==> src/verilog/lat_pkg.sv <==
/*
  Shared constants and types for the legacy audio I/O trap unit.
  Assumes a single clock domain and a host that issues one legacy I/O cycle at a time.
*/
`default_nettype none
package lat_pkg;
  // ----------------------------------------
  // Register offsets
  // ----------------------------------------
  localparam logic [7:0] OFF_SL_STATUS = 8'h10;
  localparam logic [7:0] OFF_SL_MIRROR = 8'h12;
  localparam logic [7:0] OFF_TRAP_STATUS = 8'h14;
  localparam logic [7:0] OFF_TRAP_ENABLE = 8'h18;
  localparam logic [31:0] TRAP_STATUS_RESET = 32'h0000_0000;
  localparam logic [15:0] TRAP_ENABLE_RESET = 16'h0000;
  localparam logic [15:0] TRAP_ENABLE_MASK = 16'h0fff;
  // ----------------------------------------
  // Status fields
  // ----------------------------------------
  localparam int ST_EVEN_HI = 31;
  localparam int ST_EVEN_LO = 24;
  localparam int ST_ODD_HI = 23;
  localparam int ST_ODD_LO = 16;
  localparam int ST_A1 = 15;
  localparam int ST_DIR = 14;
  localparam int ST_SND_FW = 13;
  localparam int ST_DMA = 12;
  localparam int ST_MIDI = 11;
  localparam int ST_SND = 10;
  localparam int ST_ADDR_HI = 9;
  // ----------------------------------------
  // Enable fields
  // ----------------------------------------
  localparam int EN_FAST_WR = 11;
  localparam int EN_FAST_RD_HI = 10;
  localparam int EN_FAST_RD_LO = 9;
  localparam int EN_DMA_HI = 8;
  localparam int EN_DMA_LO = 7;
  localparam int EN_MIDI_HI = 6;
  localparam int EN_MIDI_LO = 5;
  localparam int EN_FAST_RD = 4;
  localparam int EN_SYNTH = 3;
  localparam int EN_SND = 2;
  localparam int EN_SEL_HI = 1;
  // ----------------------------------------
  // Port ranges
  // ----------------------------------------
  localparam logic [9:0] PORT_SYNTH = 10'h388;
  localparam logic [9:0] PORT_DMA_HI = 10'h0c0;
  localparam logic [9:0] PORT_DMA_LO = 10'h000;
  localparam logic [9:0] PORT_MIDI_HI = 10'h330;
  localparam logic [9:0] PORT_MIDI_LO = 10'h300;
  localparam logic [1:0] SEL_NONE = 2'h3;
  // ----------------------------------------
  // Carriers
  // ----------------------------------------
  typedef struct packed {
    logic valid;
    logic write;
    logic [9:0] addr;
    logic [7:0] data;
  } lat_io_req_t;
  typedef struct packed {
    logic valid;
    logic [7:0] data;
  } lat_io_rsp_t;
endpackage
`default_nettype wire

==> src/verilog/lat_match.sv <==
/*
  Address range matcher: compares an address with a base, ignoring LOW low bits.
  Assumes base has its low bits cleared.
*/
`timescale 1ns/1ps
`default_nettype none
module lat_match #(
  parameter int LOW = 4
) (
  // Compare inputs
  input wire logic [9:0] addr,
  input wire logic [9:0] base,
  // Result
  output logic hit
);
  assign hit = (addr[9:LOW] == base[9:LOW]);
endmodule
`default_nettype wire

==> src/verilog/lat_trap.sv <==
/*
  Legacy audio I/O trap unit: range traps, fast write and fast read paths, status registers.
  Assumes one I/O request pulse per cycle at most and a simple register port at audio_register_base.
*/
// Functional notes
// - Even fast write data in bits 31:24
// - Odd fast or normal write data 23:16
// - Bit 15 holds A1 of fast write
// - Bit 14 holds last trap direction
// - Sound trap with fast write: bit 13
// - Sound trap without fast write: bit 10
// - DMA trap flags bit 12
// - MIDI trap flags bit 11
// - Bits 9:0 hold trapped address
// - Even fast write no interrupt; odd sets 13
// - Enable 11 answers fast writes directly
// - Enable 10:9 feeds fast read data
// - Enable 8 traps ports C0h-DFh
// - Enable 7 traps ports 00h-0Fh
// - Enable 6 traps ports 330h-331h
// - Enable 5 traps ports 300h-301h
// - Enable 4 answers fast reads directly
// - Enable 3 traps ports 388h-38Bh
// - Enable 2 traps selected sound range
// - Range select 00/01/10 gives 22x/24x/26x
// - Second level bit 0 summarises traps
`timescale 1ns/1ps
`default_nettype none
module lat_trap (
  // Clock and reset
  input wire logic clock,
  input wire logic reset,
  input wire logic clock_en,
  // Legacy I/O cycles
  input wire lat_pkg::lat_io_req_t io_req,
  output lat_pkg::lat_io_rsp_t io_rsp,
  output logic io_fast_write,
  // Register port
  input wire logic [7:0] reg_addr,
  input wire logic reg_rd,
  input wire logic reg_wr,
  input wire logic [3:0] reg_be,
  input wire logic [31:0] reg_wdata,
  output logic [31:0] reg_rdata_q,
  output logic reg_ack_q,
  // Interrupt
  output logic smi
);
  // ----------------------------------------
  // Address decode
  // ----------------------------------------
  logic [31:0] st_q;
  logic [15:0] en_q;
  logic sl_q;
  logic [1:0] sel;
  logic [1:0] sel_p1;
  logic [9:0] snd_base;
  logic snd_m, synth_m, dma_hi_m, dma_lo_m, midi_hi_m, midi_lo_m;
  logic [3:0] lo;
  logic fw_addr, fr_addr, fast_wr, fast_rd, fw_even, fw_odd;
  logic snd_hit, dma_hit, midi_hit, trap;
  logic rd_status, rd_sl;

  localparam int EN_SEL_HI_L = lat_pkg::EN_SEL_HI;

  assign sel = en_q[EN_SEL_HI_L:0];
  assign sel_p1 = sel + 2'h1;
  assign snd_base = {2'h2, 1'b0, sel_p1, 1'b0, 4'h0};
  assign lo = io_req.addr[3:0];

  lat_match #(.LOW(4)) u_snd (.addr(io_req.addr), .base(snd_base), .hit(snd_m));
  lat_match #(.LOW(2)) u_synth (.addr(io_req.addr), .base(lat_pkg::PORT_SYNTH), .hit(synth_m));
  lat_match #(.LOW(5)) u_dma_hi (.addr(io_req.addr), .base(lat_pkg::PORT_DMA_HI), .hit(dma_hi_m));
  lat_match #(.LOW(4)) u_dma_lo (.addr(io_req.addr), .base(lat_pkg::PORT_DMA_LO), .hit(dma_lo_m));
  lat_match #(.LOW(1)) u_midi_hi (.addr(io_req.addr), .base(lat_pkg::PORT_MIDI_HI),
    .hit(midi_hi_m));
  lat_match #(.LOW(1)) u_midi_lo (.addr(io_req.addr), .base(lat_pkg::PORT_MIDI_LO),
    .hit(midi_lo_m));

  always_comb begin
    // Fast path ports; x of 2x0h comes from the selected range
    fw_addr = (synth_m && (lo[1:0] != 2'h1)) ||
      (snd_m && (sel != lat_pkg::SEL_NONE) && (lo == 4'h0 || lo == 4'h2 || lo == 4'h8));
    fr_addr = synth_m ||
      (snd_m && (sel != lat_pkg::SEL_NONE) && (lo[3:2] == 2'h0 || lo[3:1] == 3'h4));
  end

  assign fast_wr = io_req.valid && io_req.write && en_q[lat_pkg::EN_FAST_WR] && fw_addr;
  assign fast_rd = io_req.valid && !io_req.write && en_q[lat_pkg::EN_FAST_RD] && fr_addr &&
    (en_q[lat_pkg::EN_SND] || en_q[lat_pkg::EN_SYNTH]);
  assign fw_even = fast_wr && !io_req.addr[0];
  assign fw_odd = fast_wr && io_req.addr[0];
  assign snd_hit = io_req.valid && !fast_rd && !fw_even &&
    ((en_q[lat_pkg::EN_SND] && snd_m && (sel != lat_pkg::SEL_NONE)) ||
    (en_q[lat_pkg::EN_SYNTH] && synth_m));
  assign dma_hit = io_req.valid && ((en_q[lat_pkg::EN_DMA_HI] && dma_hi_m) ||
    (en_q[lat_pkg::EN_DMA_LO] && dma_lo_m));
  assign midi_hit = io_req.valid && ((en_q[lat_pkg::EN_MIDI_HI] && midi_hi_m) ||
    (en_q[lat_pkg::EN_MIDI_LO] && midi_lo_m));
  assign trap = snd_hit || dma_hit || midi_hit || fw_odd;

  assign rd_status = reg_rd && (reg_addr == lat_pkg::OFF_TRAP_STATUS);
  assign rd_sl = reg_rd && (reg_addr == lat_pkg::OFF_SL_STATUS);

  // ----------------------------------------
  // Data capture fields
  // ----------------------------------------
  always_ff @(posedge clock or posedge reset) begin
    if (reset) begin
      st_q <= lat_pkg::TRAP_STATUS_RESET;
    end else if (clock_en) begin
      if (fw_even) begin
        st_q[31:24] <= io_req.data;
      end
      if (fw_odd || (io_req.valid && io_req.write && !fast_wr)) begin
        st_q[23:16] <= io_req.data;
      end
      if (fast_wr) begin
        st_q[lat_pkg::ST_A1] <= io_req.addr[1];
      end
      if (trap) begin
        st_q[lat_pkg::ST_DIR] <= io_req.write;
        st_q[9:0] <= io_req.addr;
      end
      // Sticky trap flags, set wins over read clear
      st_q[lat_pkg::ST_SND_FW] <= (st_q[lat_pkg::ST_SND_FW] && !rd_status) || fw_odd ||
        (snd_hit && en_q[lat_pkg::EN_FAST_WR]);
      st_q[lat_pkg::ST_DMA] <= (st_q[lat_pkg::ST_DMA] && !rd_status) || dma_hit;
      st_q[lat_pkg::ST_MIDI] <= (st_q[lat_pkg::ST_MIDI] && !rd_status) || midi_hit;
      st_q[lat_pkg::ST_SND] <= (st_q[lat_pkg::ST_SND] && !rd_status) ||
        (snd_hit && !en_q[lat_pkg::EN_FAST_WR]);
    end
  end

  always_ff @(posedge clock or posedge reset) begin
    if (reset) begin
      sl_q <= 1'b0;
    end else if (clock_en) begin
      sl_q <= (sl_q && !rd_sl) || trap;
    end
  end

  assign smi = |st_q[13:10];

  // ----------------------------------------
  // Enable register
  // ----------------------------------------
  always_ff @(posedge clock or posedge reset) begin
    if (reset) begin
      en_q <= lat_pkg::TRAP_ENABLE_RESET;
    end else if (clock_en && reg_wr && reg_addr == lat_pkg::OFF_TRAP_ENABLE) begin
      if (reg_be[0]) begin
        en_q[7:0] <= reg_wdata[7:0];
      end
      if (reg_be[1]) begin
        en_q[15:8] <= reg_wdata[15:8] & lat_pkg::TRAP_ENABLE_MASK[15:8];
      end
    end
  end

  // ----------------------------------------
  // Register read port
  // ----------------------------------------
  always_ff @(posedge clock or posedge reset) begin
    if (reset) begin
      reg_rdata_q <= 32'h0000_0000;
      reg_ack_q <= 1'b0;
    end else if (clock_en) begin
      reg_ack_q <= reg_rd || reg_wr;
      if (reg_rd) begin
        case (reg_addr)
          lat_pkg::OFF_SL_STATUS,
          lat_pkg::OFF_SL_MIRROR: begin
            reg_rdata_q <= {31'h0000_0000, sl_q};
          end
          lat_pkg::OFF_TRAP_STATUS: begin
            reg_rdata_q <= st_q;
          end
          lat_pkg::OFF_TRAP_ENABLE: begin
            reg_rdata_q <= {16'h0000, en_q};
          end
          default: begin
            reg_rdata_q <= 32'h0000_0000;
          end
        endcase
      end else begin
        reg_rdata_q <= 32'h0000_0000;
      end
    end
  end

  // ----------------------------------------
  // Fast path answers
  // ----------------------------------------
  always_ff @(posedge clock or posedge reset) begin
    if (reset) begin
      io_rsp <= '0;
      io_fast_write <= 1'b0;
    end else if (clock_en) begin
      io_rsp.valid <= fast_rd;
      io_rsp.data <= fast_rd ? {en_q[lat_pkg::EN_FAST_RD_HI:lat_pkg::EN_FAST_RD_LO], 6'h00} :
        8'h00;
      io_fast_write <= fast_wr;
    end
  end

  // ----------------------------------------
  // Checks
  // ----------------------------------------
  chk_even_data: assert property (@(posedge clock) disable iff (reset)
    clock_en && fw_even |=> st_q[31:24] == $past(io_req.data))
    else $error("even fast write data not captured");
  chk_odd_data: assert property (@(posedge clock) disable iff (reset)
    clock_en && io_req.valid && io_req.write && !fw_even |=> st_q[23:16] == $past(io_req.data))
    else $error("odd or normal write data not captured");
  chk_a1_bit: assert property (@(posedge clock) disable iff (reset)
    clock_en && fast_wr |=> st_q[lat_pkg::ST_A1] == $past(io_req.addr[1]))
    else $error("fast write A1 not recorded");
  chk_trap_dir: assert property (@(posedge clock) disable iff (reset)
    clock_en && trap |=> st_q[lat_pkg::ST_DIR] == $past(io_req.write) &&
    st_q[9:0] == $past(io_req.addr))
    else $error("trap direction or address wrong");
  chk_snd_fw: assert property (@(posedge clock) disable iff (reset)
    clock_en && snd_hit && en_q[lat_pkg::EN_FAST_WR] |=> st_q[13] && smi)
    else $error("sound trap with fast write not in bit 13");
  chk_snd_plain: assert property (@(posedge clock) disable iff (reset)
    clock_en && snd_hit && !en_q[lat_pkg::EN_FAST_WR] |=>
    st_q[10] && (st_q[13] == ($past(st_q[13]) && !$past(rd_status))))
    else $error("sound trap without fast write not in bit 10");
  chk_dma_flag: assert property (@(posedge clock) disable iff (reset)
    clock_en && io_req.valid && en_q[8] && io_req.addr >= 10'h0c0 && io_req.addr <= 10'h0df
    |=> st_q[lat_pkg::ST_DMA] ##1 (st_q[lat_pkg::ST_DMA] || $past(rd_status)))
    else $error("DMA trap not flagged");
  chk_midi_flag: assert property (@(posedge clock) disable iff (reset)
    clock_en && io_req.valid && en_q[6] && io_req.addr[9:1] == 9'h198 |=> st_q[lat_pkg::ST_MIDI])
    else $error("MIDI trap not flagged");
  chk_even_quiet: assert property (@(posedge clock) disable iff (reset)
    clock_en && fw_even && st_q[13:10] == 4'h0 && !rd_status |=> !smi)
    else $error("even fast write raised interrupt");
  chk_rd_clear: assert property (@(posedge clock) disable iff (reset)
    clock_en && rd_status && !io_req.valid |=> !smi)
    else $error("interrupt held after status read");
  chk_fast_read: assert property (@(posedge clock) disable iff (reset)
    clock_en && fast_rd |=> io_rsp.valid && io_rsp.data[7:6] == $past(en_q[10:9]) && !$rose(smi))
    else $error("fast read answer wrong");
  chk_sl_summary: assert property (@(posedge clock) disable iff (reset)
    clock_en && trap |=> sl_q)
    else $error("second level summary not set");
  chk_fast_wr_pulse: assert property (@(posedge clock) disable iff (reset)
    clock_en && io_req.valid && io_req.write && en_q[11] && (io_req.addr == 10'h388 ||
    io_req.addr == 10'h38a || io_req.addr == 10'h38b) |=> io_fast_write)
    else $error("fast write not answered");
  chk_no_fast_wr: assert property (@(posedge clock) disable iff (reset)
    clock_en && !(io_req.valid && io_req.write && en_q[11]) |=> !io_fast_write)
    else $error("fast write answered while not enabled");
  chk_dma_lo_flag: assert property (@(posedge clock) disable iff (reset)
    clock_en && io_req.valid && en_q[7] && io_req.addr <= 10'h00f |=> st_q[12])
    else $error("low DMA trap not flagged");
  chk_midi_lo_flag: assert property (@(posedge clock) disable iff (reset)
    clock_en && io_req.valid && en_q[5] && io_req.addr[9:1] == 9'h180 |=> st_q[11])
    else $error("low MIDI trap not flagged");
  chk_synth_flag: assert property (@(posedge clock) disable iff (reset)
    clock_en && io_req.valid && en_q[3] && !en_q[4] && !en_q[11] &&
    io_req.addr[9:2] == 8'he2 |=> st_q[10])
    else $error("synth port trap not flagged");
  chk_snd_range_lo: assert property (@(posedge clock) disable iff (reset)
    clock_en && io_req.valid && en_q[2] && !en_q[4] && !en_q[11] && en_q[1:0] == 2'h0 &&
    io_req.addr[9:4] == 6'h22 |=> st_q[10])
    else $error("sound range 22x not trapped");
  chk_snd_range_mid: assert property (@(posedge clock) disable iff (reset)
    clock_en && io_req.valid && en_q[2] && !en_q[4] && !en_q[11] && en_q[1:0] == 2'h1 &&
    io_req.addr[9:4] == 6'h24 |=> st_q[10])
    else $error("sound range 24x not trapped");
  chk_snd_range_hi: assert property (@(posedge clock) disable iff (reset)
    clock_en && io_req.valid && en_q[2] && !en_q[4] && !en_q[11] && en_q[1:0] == 2'h2 &&
    io_req.addr[9:4] == 6'h26 |=> st_q[10])
    else $error("sound range 26x not trapped");
  chk_fast_rd_quiet: assert property (@(posedge clock) disable iff (reset)
    clock_en && io_req.valid && !io_req.write && en_q[4] && en_q[3] &&
    io_req.addr[9:2] == 8'he2 |=> io_rsp.valid && !$rose(sl_q))
    else $error("fast read not answered quietly");
  chk_fast_rd_gate: assert property (@(posedge clock) disable iff (reset)
    clock_en && !en_q[2] && !en_q[3] |=> !io_rsp.valid)
    else $error("fast read answered without mapping");
  chk_fast_rd_x: assert property (@(posedge clock) disable iff (reset)
    clock_en && io_req.valid && !io_req.write && en_q[4] && en_q[2] && en_q[1:0] == 2'h1 &&
    io_req.addr == 10'h249 |=> io_rsp.valid)
    else $error("fast read x digit not from range");
  chk_fast_wr_x: assert property (@(posedge clock) disable iff (reset)
    clock_en && io_req.valid && io_req.write && en_q[11] && en_q[1:0] == 2'h2 &&
    io_req.addr == 10'h268 |=> io_fast_write)
    else $error("fast write x digit not from range");
  chk_sl_clear: assert property (@(posedge clock) disable iff (reset)
    clock_en && rd_sl && !io_req.valid |=> !sl_q)
    else $error("second level bit not cleared by read");
  chk_status_read: assert property (@(posedge clock) disable iff (reset)
    clock_en && rd_status |=> reg_ack_q && reg_rdata_q[9:0] == $past(st_q[9:0]))
    else $error("status read returned wrong address");
  chk_odd_fw_flag: assert property (@(posedge clock) disable iff (reset)
    clock_en && io_req.valid && io_req.write && en_q[11] && io_req.addr == 10'h38b
    |=> st_q[13] && smi && sl_q)
    else $error("odd fast write did not interrupt");
  chk_even_fw_hold: assert property (@(posedge clock) disable iff (reset)
    clock_en && io_req.valid && io_req.write && en_q[11] && io_req.addr == 10'h388 &&
    !rd_status |=> st_q[13:10] == $past(st_q[13:10]) && st_q[9:0] == $past(st_q[9:0]))
    else $error("even fast write changed trap state");
endmodule
`default_nettype wire
==> config.mk <==
export PLATFORM = sky130hd
export DESIGN_NAME = lat_trap
export DESIGN_NICKNAME = d
export VERILOG_FILES = /design/src/verilog/lat_pkg.sv /design/src/verilog/lat_match.sv /design/src/verilog/lat_trap.sv
export SDC_FILE = /design/constraint.sdc
export NUM_CORES = 1
export LEC_CHECK = 0
export BUFFER_PORTS_ARGS = -buffer_cell sky130_fd_sc_hd__buf_2
export CORE_UTILIZATION = 56
export CTS_CLUSTER_SIZE = 14
export DETAILED_ROUTE_END_ITERATION = 12
export PLACE_DENSITY = 0.95
export SYNTH_ARGS = -nofsm -noshare
export SYNTH_HDL_FRONTEND = slang
export SYNTH_HIERARCHICAL = 1
export SYNTH_SLANG_ARGS = --single-unit
==> constraint.sdc <==
create_clock -name clock -period 6.3 [get_ports clock]
set_input_delay 1.26 -clock clock [delete_from_list [all_inputs] [get_ports clock]]
set_output_delay 1.26 -clock clock [all_outputs]
set_load 0.01 [all_outputs]
; ---- Word-level counts from Yosys, hierarchy flattened
; Index checks and enable logic that the tools add are counted.
[word_totals]
inputBits = 69
output_inout_bits = 44
elab_cells = 107
reg_bits = 88
[op_classes]
n_addsub = 1
n_eq_ne = 14
muxes = 3
n_reduce_logical = 76
[op_table]
columns = operator, count
row1 = $pmux W32 S3, 1
row2 = $logic_and A1 B1 Y1, 37
row3 = $eq A8 B5 Y1 const B, 4
row4 = $mux W32, 1
row5 = $logic_or A1 B1 Y1, 20
row6 = $eq A9 B9 Y1 const B, 2
row7 = $reduce_and A2 Y1, 6
row8 = $eq A8 B8 Y1 const B, 1
row9 = $logic_not A1 Y1, 8
row10 = $mux W8, 1
row11 = $eq A6 B6 Y1, 1
row12 = $logic_not A6 Y1, 1
row13 = $eq A5 B3 Y1 const B, 1
row14 = $eq A4 B2 Y1 const B, 1
row15 = $eq A4 B4 Y1 const B, 1
row16 = $logic_not A4 Y1, 1
row17 = $reduce_or A4 Y1, 1
row18 = $eq A3 B3 Y1 const B, 1
row19 = $add A2 B1 Y2 const B, 1
row20 = $logic_not A2 Y1, 1
row21 = $ne A2 B1 Y1 const B, 1
row22 = $ne A2 B2 Y1 const B, 1
row23 = $reduce_or A2 Y1, 1

; ---- Logic depth before layout (Yosys ltp)
; Gate-level depths: netlist of the first run.
[depth]
ltp_word = 15
ltp_mapped = 10
ltp_nobuf = 9

; ---- Modules after synthesis
; The synthesis of the first run kept the hierarchy.
[by_module_without_submodules]
columns = mod, n_inst, seq_area_each_um2, cells_per_inst, area_each_um2
row1 = lat_trap, 1, 2052.0, 256, 3463.3
row2 = lat_match at u_midi_hi ..., 2, 0.0, 12, 102.6
row3 = lat_match at u_dma_lo ..., 2, 0.0, 8, 68.8
row4 = lat_match at u_synth, 1, 0.0, 11, 86.3
row5 = lat_match at u_dma_hi, 1, 0.0, 7, 58.8

; ---- Least setup slack after synthesis of the first run
; OpenSTA, ideal clock, no wires.
[synth_timing]
path_type = input to register
start = input io_req[12] in the netlist's numbering
end = register st_q[1]
arrival_time_ns = 2.868
required_ns = 6.175
n_path_buf = 1
setup_slack_ns = 3.307
path_stages = 9
setup_ns = 0.125
path_cell_list = xnor2_1 -> nand4_1 -> nor3_2 -> nor3b_1 -> a21o_1 -> a221oi_2 -> or3_4 -> buf_6 -> mux2_4
[synth_via]
elab_chain_cells = 14
elab_cells_between_ends = 36
classes_between = 4 x eq/ne / 32 x reduce/logical
[synth_rtl]
columns = item, line
row1 = start: declaration, lat_trap.sv:35  ; input wire lat_pkg::lat_io_req_t io_req,
row2 = $eq A6 B6 Y1 *, lat_match.sv:16  ; assign hit = (addr[9:LOW] == base[9:LOW]);
row3 = via snd_m, lat_trap.sv:58  ; logic snd_m, synth_m, dma_hi_m, dma_lo_m, midi_hi_m, midi_lo_m;
row4 = $logic_and A1 B1 Y1, "lat_trap.sv:83, lat_trap.sv:85"
row5 = $logic_and A1 B1 Y1, lat_trap.sv:85  ; (snd_m && (sel != lat_pkg::SEL_NONE) && (lo[3:2] == 2'h0 || lo[3:1] == 3'h4));
row6 = $logic_or A1 B1 Y1, lat_trap.sv:84  ; fr_addr = synth_m ||
row7 = $logic_and A1 B1 Y1 (2 in series), lat_trap.sv:89  ; assign fast_rd = io_req.valid && !io_req.write && en_q[lat_pkg::EN_FAST_RD] && fr_addr &&
row8 = $logic_not A1 Y1, lat_trap.sv:93  ; assign snd_hit = io_req.valid && !fast_rd && !fw_even &&
row9 = $logic_and A1 B1 Y1 (3 in series), lat_trap.sv:93
row10 = $logic_or A1 B1 Y1 (2 in series), lat_trap.sv:100  ; assign trap = snd_hit || dma_hit || midi_hit || fw_odd;
row11 = $logic_or A1 B1 Y1 *, lat_trap.sv:100
row12 = $reduce_and A2 Y1 (no source line) *, n/a
row13 = end signal: assignment, lat_trap.sv:110  ; st_q <= lat_pkg::TRAP_STATUS_RESET;
row14 = end signal: indexed assignment, lat_trap.sv:119  ; st_q[lat_pkg::ST_A1] <= io_req.addr[1];
row15 = end signal: indexed assignment, lat_trap.sv:122  ; st_q[lat_pkg::ST_DIR] <= io_req.write;
row16 = end: declaration, lat_trap.sv:52  ; logic [31:0] st_q;
; Mark *: on every way through the listed nets, which the timed path passes. The rest lies on a longest branch.
; A chain may end at the register's enable or synchronous reset.

; ---- Worst setup path in the final report of the first run
[layout_timing]
start = input io_req[15] in the netlist's numbering
end = register st_q[30]
[layout_via]
elab_chain_cells = 7
elab_cells_between_ends = 9
classes_between = 2 x eq/ne / 7 x reduce/logical
[layout_rtl]
columns = item, line
row1 = $eq A6 B6 Y1, lat_match.sv:16
row2 = via snd_m, lat_trap.sv:58
row3 = $logic_and A1 B1 Y1 (2 in series), lat_trap.sv:83  ; (snd_m && (sel != lat_pkg::SEL_NONE) && (lo == 4'h0 || lo == 4'h2 || lo == 4'h8));
row4 = $logic_or A1 B1 Y1, lat_trap.sv:82  ; fw_addr = (synth_m && (lo[1:0] != 2'h1)) ||
row5 = $logic_and A1 B1 Y1, lat_trap.sv:88  ; assign fast_wr = io_req.valid && io_req.write && en_q[lat_pkg::EN_FAST_WR] && fw_addr;
row6 = $logic_and A1 B1 Y1, lat_trap.sv:91  ; assign fw_even = fast_wr && !io_req.addr[0];
row7 = $reduce_and A2 Y1 (no source line), n/a
row8 = end signal: assignment, lat_trap.sv:110
row9 = end signal: assignment, lat_trap.sv:113  ; st_q[31:24] <= io_req.data;
row10 = end signal: indexed assignment, lat_trap.sv:119
; The timed path passes the listed nets, and every way through them passes these cells.

==> results.md, run 1 <==
- Critical Path Fanout Max: 9
- Post-Synthesis Cell Area: 0.00395 mm²
- Critical Path AT: 3570 ps
- Fin area: 0.00479 mm²
- Vias after detailed routing: 2943
- Vias in the first global route: 2939
- Fill cells: 441
- Die Y: 86 µm
- Drt drc: 0
- Root Buffer Master: clkbuf_8
- CP top delay family: simple AND/OR/NAND/NOR gates
- Setup CP Type: input pin to flip-flop
- Post-synthesis sequential area ratio: 0.519
- Setup crit end kind: flip-flop
- Hold Path Class: flip-flop to flip-flop
- Critical Path, Cell by Cell: buf_2 > xnor2_1 > nand4_1 > nor3_2 > nor3b_1 > a21o_1 > nand2b_1 > nor3_2 > mux2_2
- #FFs+latches synth: 82
- # rows: 30
- Clock Path Buffers: 2
- Lkg Pwr: 2.37 nW
- First-pass DRT Iterations: 4
- Largest cells by area after synthesis: dfrtp_1, mux2_2, xnor2_1
- P&R area growth vs syn: 21.2%
- Endpoints failing setup: 0
- Area leader, netlist: dfrtp_1
- Post-DP HPWL: 6520 µm
- DRT iter0 DRCs: 189
- Routed WL per cell: 16.8 µm
- WL final: 9050 µm
- Crit path launch type: input pin
- GPL Wtd Cong: 0.855
- H-tree levels: 3
- Hold Slack: 491 ps
- GRT Total Usage: 0.264
- CTS tree: done
- Grt total ovfl: 0
- Post-CTS Resized: 0
- Largest net degree at the start of global routing: 83
- First-pass GRT wire length: 14700 µm
- Most used flip-flop cell after synthesis: dfrtp_1
- IO Pins: 113
- Routed Antenna Nets: 0
- Post-CTS Setup Bufs: 0
- Most used cell, CP: nor3_2
- Buf/Inv on CP: 1
- Netlist cell types: 46
- Slowest CP cell: nor3_2
- Final Hold Fails: 0
- Pwr Density: 228 mW/mm²
- Core footprint: 0.00679 mm²
- Diodes inserted: 0
- Clock transition at path regs: 90 ps
- Die W: 86 µm
- Tmin final: 3330 ps
- Cells after synthesis: 314
- Setup tns final: 0 ps
- Total die area: 0.00740 mm²
- Peak supply drop: 0.000134 V
- Tcrit/Tclk final: 0.528
- Placed Area: 0.00456 mm²
- # hold bufs at CTS: 0
- Biggest cell delay along the critical path: 620 ps
- Initial antenna violation count: 0
- Worst Path Required: 6540 ps
- Worst Tran Pin Value: 1170 ps
- Post-synth top area share: 0.519
- Synth Warn #: 6
- Sink Count: 82
- Initial Utilization: 0.582
- Achievable Freq: 301 MHz
- Final Skew: 10.7 ps
- Max-cap violations: 0
- Status: completed
- EDFF count, synth: 0
- Port Buffers: 84
- Async set-reset flop share out of synthesis: 1.00
- Share of layout cells above drive strength 1: 0.342
- Slew margin rel.: 0.222
- Post-Syn Area per Cell: 12.6 µm²
- CTS Buf Count: 9
- DR vias/cell: 5.48
- Worst skew pair latency: 360 ps
- Nets@finish: 506
- Final Max Tran Viols: 0
- RSZ-0062 raised after global routing: no
placed cells by master (no fill, tap or decap), types with 2 or more instances in the layout:
| cell type | instances |
|---|---|
| buf_4 | 2 |
| and2_1 | 2 |
| a21oi_1 | 3 |
| nor2b_1 | 2 |
| mux2_2 | 27 |
| o2bb2ai_1 | 12 |
| xnor2_1 | 33 |
| conb_1 | 47 |
| nand3_1 | 5 |
| dfrtp_1 | 82 |
| o31ai_1 | 2 |
| xor2_1 | 10 |
| inv_1 | 4 |
| nand4_1 | 9 |
| a22o_1 | 24 |
| mux2_4 | 9 |
| o21ai_0 | 5 |
| a22oi_1 | 13 |
| nand2_1 | 9 |
| nand2b_1 | 2 |
| and3_1 | 4 |
| nor2_1 | 8 |
| nor4_2 | 2 |
| a21o_1 | 3 |
| clkbuf_8 | 9 |
| nor3_2 | 4 |
| buf_2 | 84 |
| inv_6 | 4 |
| bufinv_16 | 2 |
metal layers:
layer | vias up | global-route usage | part of all wire
li1 | 1350 | - | -
met1 | 1476 | 0.333 | 0.41
met2 | 97 | 0.449 | 0.52
met3 | 20 | 0.0491 | 0.041
met4 | 0 | 0.109 | 0.024
met5 | - | 0 | 0
synthesized netlist by cell type, types with 2 or more instances:
master and instances:
a21o_1 3, a21oi_1 3, a22o_1 24, a22oi_1 13
and2_1 2, and3_1 4, buf_2 5, buf_4 7
clkbuf_1 6, conb_1 2, dfrtp_1 82, inv_1 5
mux2_2 27, mux2_4 9, nand2_1 9, nand2b_1 2
nand3_1 5, nand4_1 9, nor2_1 8, nor2b_1 2
nor3_2 4, nor4_2 2, o21ai_0 5, o2bb2ai_1 12
o31ai_1 2, xnor2_1 33, xor2_1 10
per-stage QoR:
stage,std cells,utilization,power (mW),worst slack (ps)
floorplan,359,-,0.626,2930
global placement,521,0.671,0.655,2760
detailed placement,521,0.671,0.663,2640
CTS,537,0.705,1.10,3010
global route,537,0.705,1.13,2870
finish,537,0.705,1.09,2970
flip-flops by register name, summed over array words and instances, names as in the netlist:
signal	count
st_q	32
en_q	12
io_fast_write	1
sl_q	1
io_rsp	3
reg_rdata_q	32
reg_ack_q	1
worst register-to-register path, cell delays in order, from the launching register on:
cell      delay (ps)
dfrtp_1          430
ha_1             320
xor2_1           170
nor3_2           180
nor3b_1          230
a21o_1           210
nand2b_1         160
nor3_2           620
mux2_2           410
path summary, 6_finish.rpt:
kind / from / depth (start not counted) / slack, ps / to
max in group asynchronous: reset / 3 / 4470 / en_q[6]
worst min register to register: io_rsp[8] / 1 / 490 / io_rsp[8]
worst min-delay path: io_rsp[8] / 1 / 490 / io_rsp[8]
min in group asynchronous: reset / 3 / 1200 / reg_rdata_q[18]
worst max-delay path: io_req[15] / 9 / 2970 / st_q[30]
worst max register to register: en_q[0] / 8 / 3470 / st_q[30]
logic make-up (layout without fill, tap and decap cells):
family	count (synthesis)	in the layout	share of synthesized area
AOI/OAI and AO/OA	70	70	0.146
buffers and inverters	25	107	0.0342
adders and majority gates	1	1	0.00317
xor gates and xnor gates	43	43	0.0953
and+or+nand+nor	55	55	0.0887
other	2	47	0.00190
muxes	36	36	0.111
DFF	82	82	0.519
final cells by class:
class	instances	area, µm²	area share
sequential	82	2050	0.428
multi-input combinational	252	1930	0.403
timing repair buffer	86	435	0.0909
clock buffer	9	124	0.0259
tap	96	120	0.0251
clock inverter	7	106	0.0222
inverter	5	20.0	0.00418
power breakdown:
group	internal [mW]	switching [mW]	total [mW]	leakage (nW)
clock	0.231	0.206	0.437	0.117
sequential	0.541	0.00900	0.550	1.11
combinational	0.0444	0.0595	0.104	1.15
total	0.816	0.274	1.09	2.37
(Power assumes the default switching activity.)
==> inputs of run 2 (changes only) <==
- CORE_UTILIZATION: 56 -> 52
- PLACE_DENSITY: 0.95 -> 0.9
- clock period: 6.3 -> 3.18 ns (I/O delays scaled with it)
==> results.md, run 2 (synthesis gave the netlist of run 1 again) <==
- Port Buffers: 84
- Reg area: 0.00205 mm²
- DR vias/cell: 5.43
- Total die area: 0.00795 mm²
- First-pass DRT Iterations: 5
- Achievable Freq: 353 MHz
- R2r setup slk: 350 ps
- Die Y: 89.2 µm
- Lkg Pwr: 2.39 nW
- Vias after detailed routing: 2951
- Peak supply drop: 0.000202 V
- Crit path from: en_q[0]
- GRT Total Usage: 0.228
- Clock Path Buffers: 2
- # rows: 31
- Clock transition at path regs: 100 ps
- CTS tree: done
- Tmin final: 2830 ps
- Setup CP Type: flip-flop to flip-flop
- FF-to-FF Start: en_q[0]
- Post-CTS Setup Bufs: 0
- Final Max Tran Viols: 0
- Crit path launch type: flip-flop
- DRT iter0 DRCs: 150
- Critical R2R Capture: st_q[16]
- Routed Antenna Nets: 0
- Initial Utilization: 0.542
- Critical Path AT: 3070 ps
- Core footprint: 0.00729 mm²
- Share of layout cells above drive strength 1: 0.347
- Pwr Density: 447 mW/mm²
- Diodes inserted: 0
- Grt total ovfl: 0
- Post-DP HPWL: 6470 µm
- Area of the multi-input gates: 0.00193 mm²
- Status: completed
- Initial antenna violation count: 0
- Pwr Total: 2.16 mW
- Worst Path Required: 3420 ps
- Tcrit/Tclk final: 0.890
- Slowest CP cell: o2111ai_2
- P&R area growth vs syn: 21.9%
- GPL Wtd Cong: 0.794
- IO Pins: 113
- Final setup margin: 349 ps
- # hold bufs at CTS: 0
- Routed WL per cell: 16.3 µm
- Critical Path, Cell by Cell: ha_1 > xor2_1 > nor3_2 > nor3b_1 > a21o_1 > nand2b_1 > o2111ai_2 > mux2_2
- Die W: 89.2 µm
- CTS Buf Count: 9
- Final design utilization: 0.661
- Setup tns final: 0 ps
- FF-to-FF path depth: 8
- Nets@finish: 509
- Largest net degree at the start of global routing: 38
- Slew margin rel.: 0.225
- Endpoints failing setup: 0
- Crit path capture: st_q[16]
- Biggest cell delay along the critical path: 570 ps
- Post-CTS Resized: 0
- WL final: 8870 µm
- Final Hold Fails: 0
- Hold Slack: 292 ps
- Worst skew pair latency: 360 ps
- Drt drc: 0
- Worst Tran Pin Value: 1160 ps
- Commonest non-fill, non-tap cell in the layout: buf_2
- Critical Path Fanout Max: 8
- H-tree levels: 3
- RSZ-0062 raised after global routing: no
- Hold Path Class: input pin to asynchronous set/reset pin
- Vias in the first global route: 2817
- DP Worst Slack: 185 ps
- Final Skew: 13.0 ps
- Max-cap violations: 0
- Sink Count: 82
- First-pass GRT wire length: 13600 µm
- Largest regs: reg_rdata_q x32, st_q x32, en_q x12
- Fill cells: 532
- Most frequent cells in the layout: buf_2, dfrtp_1, conb_1
- Root Buffer Master: clkbuf_8
- Setup crit end kind: flip-flop
## run 2: cell types whose count changed in the layout (fill, tap and decap cells not counted)
cell,delta
clkinv_4,+1
inv_6,-1
buf_4,+3
## run 2: worst min path at each step
stage                     cells past startpoint  slack (ps)        to  startpoint
final                                         2         290  st_q[31]       reset
after global routing                          2         330  st_q[31]       reset
after CTS                                     2         300  st_q[31]       reset
after detailed placement                      1         470      sl_q        sl_q
after global placement                        1         460      sl_q        sl_q
after floorplan                               1         450      sl_q        sl_q
## run 2: metal layers
layer  part of all wire  wire length (µm)  GRT usage
met1               0.40              3580      0.290
met2               0.52              4610      0.388
met3              0.059               524     0.0406
met4              0.017               153     0.0895
met5                  0                 0          0
## run 2: worst max-delay path, delay by kind of cell (launching register included)
kind / cells / cell delay (ps)
muxes: 1 / 420
adders and majority gates: 1 / 310
DFF: 1 / 420
AOI/OAI and AO/OA: 2 / 790
and+or+nand+nor: 3 / 600
xor gates and xnor gates: 1 / 170
## run 2: cell type report
class | instances | area share
timing repair buffer | 89 | 0.0951
sequential | 82 | 0.426
multi-input combinational | 252 | 0.401
clock inverter | 7 | 0.0221
tap | 99 | 0.0257
inverter | 5 | 0.00416
clock buffer | 9 | 0.0257
## run 2: stage by stage
stage	std cells	area, µm²
floorplan	359	4120
global placement	527	4590
detailed placement	527	4590
CTS	543	4820
global route	543	4820
finish	543	4820
## run 2: report_power, final
group,internal (mW),total [mW],switching [mW]
Clock,0.457,0.863,0.406
Sequential,1.07,1.09,0.0180
Combinational,0.0888,0.203,0.115
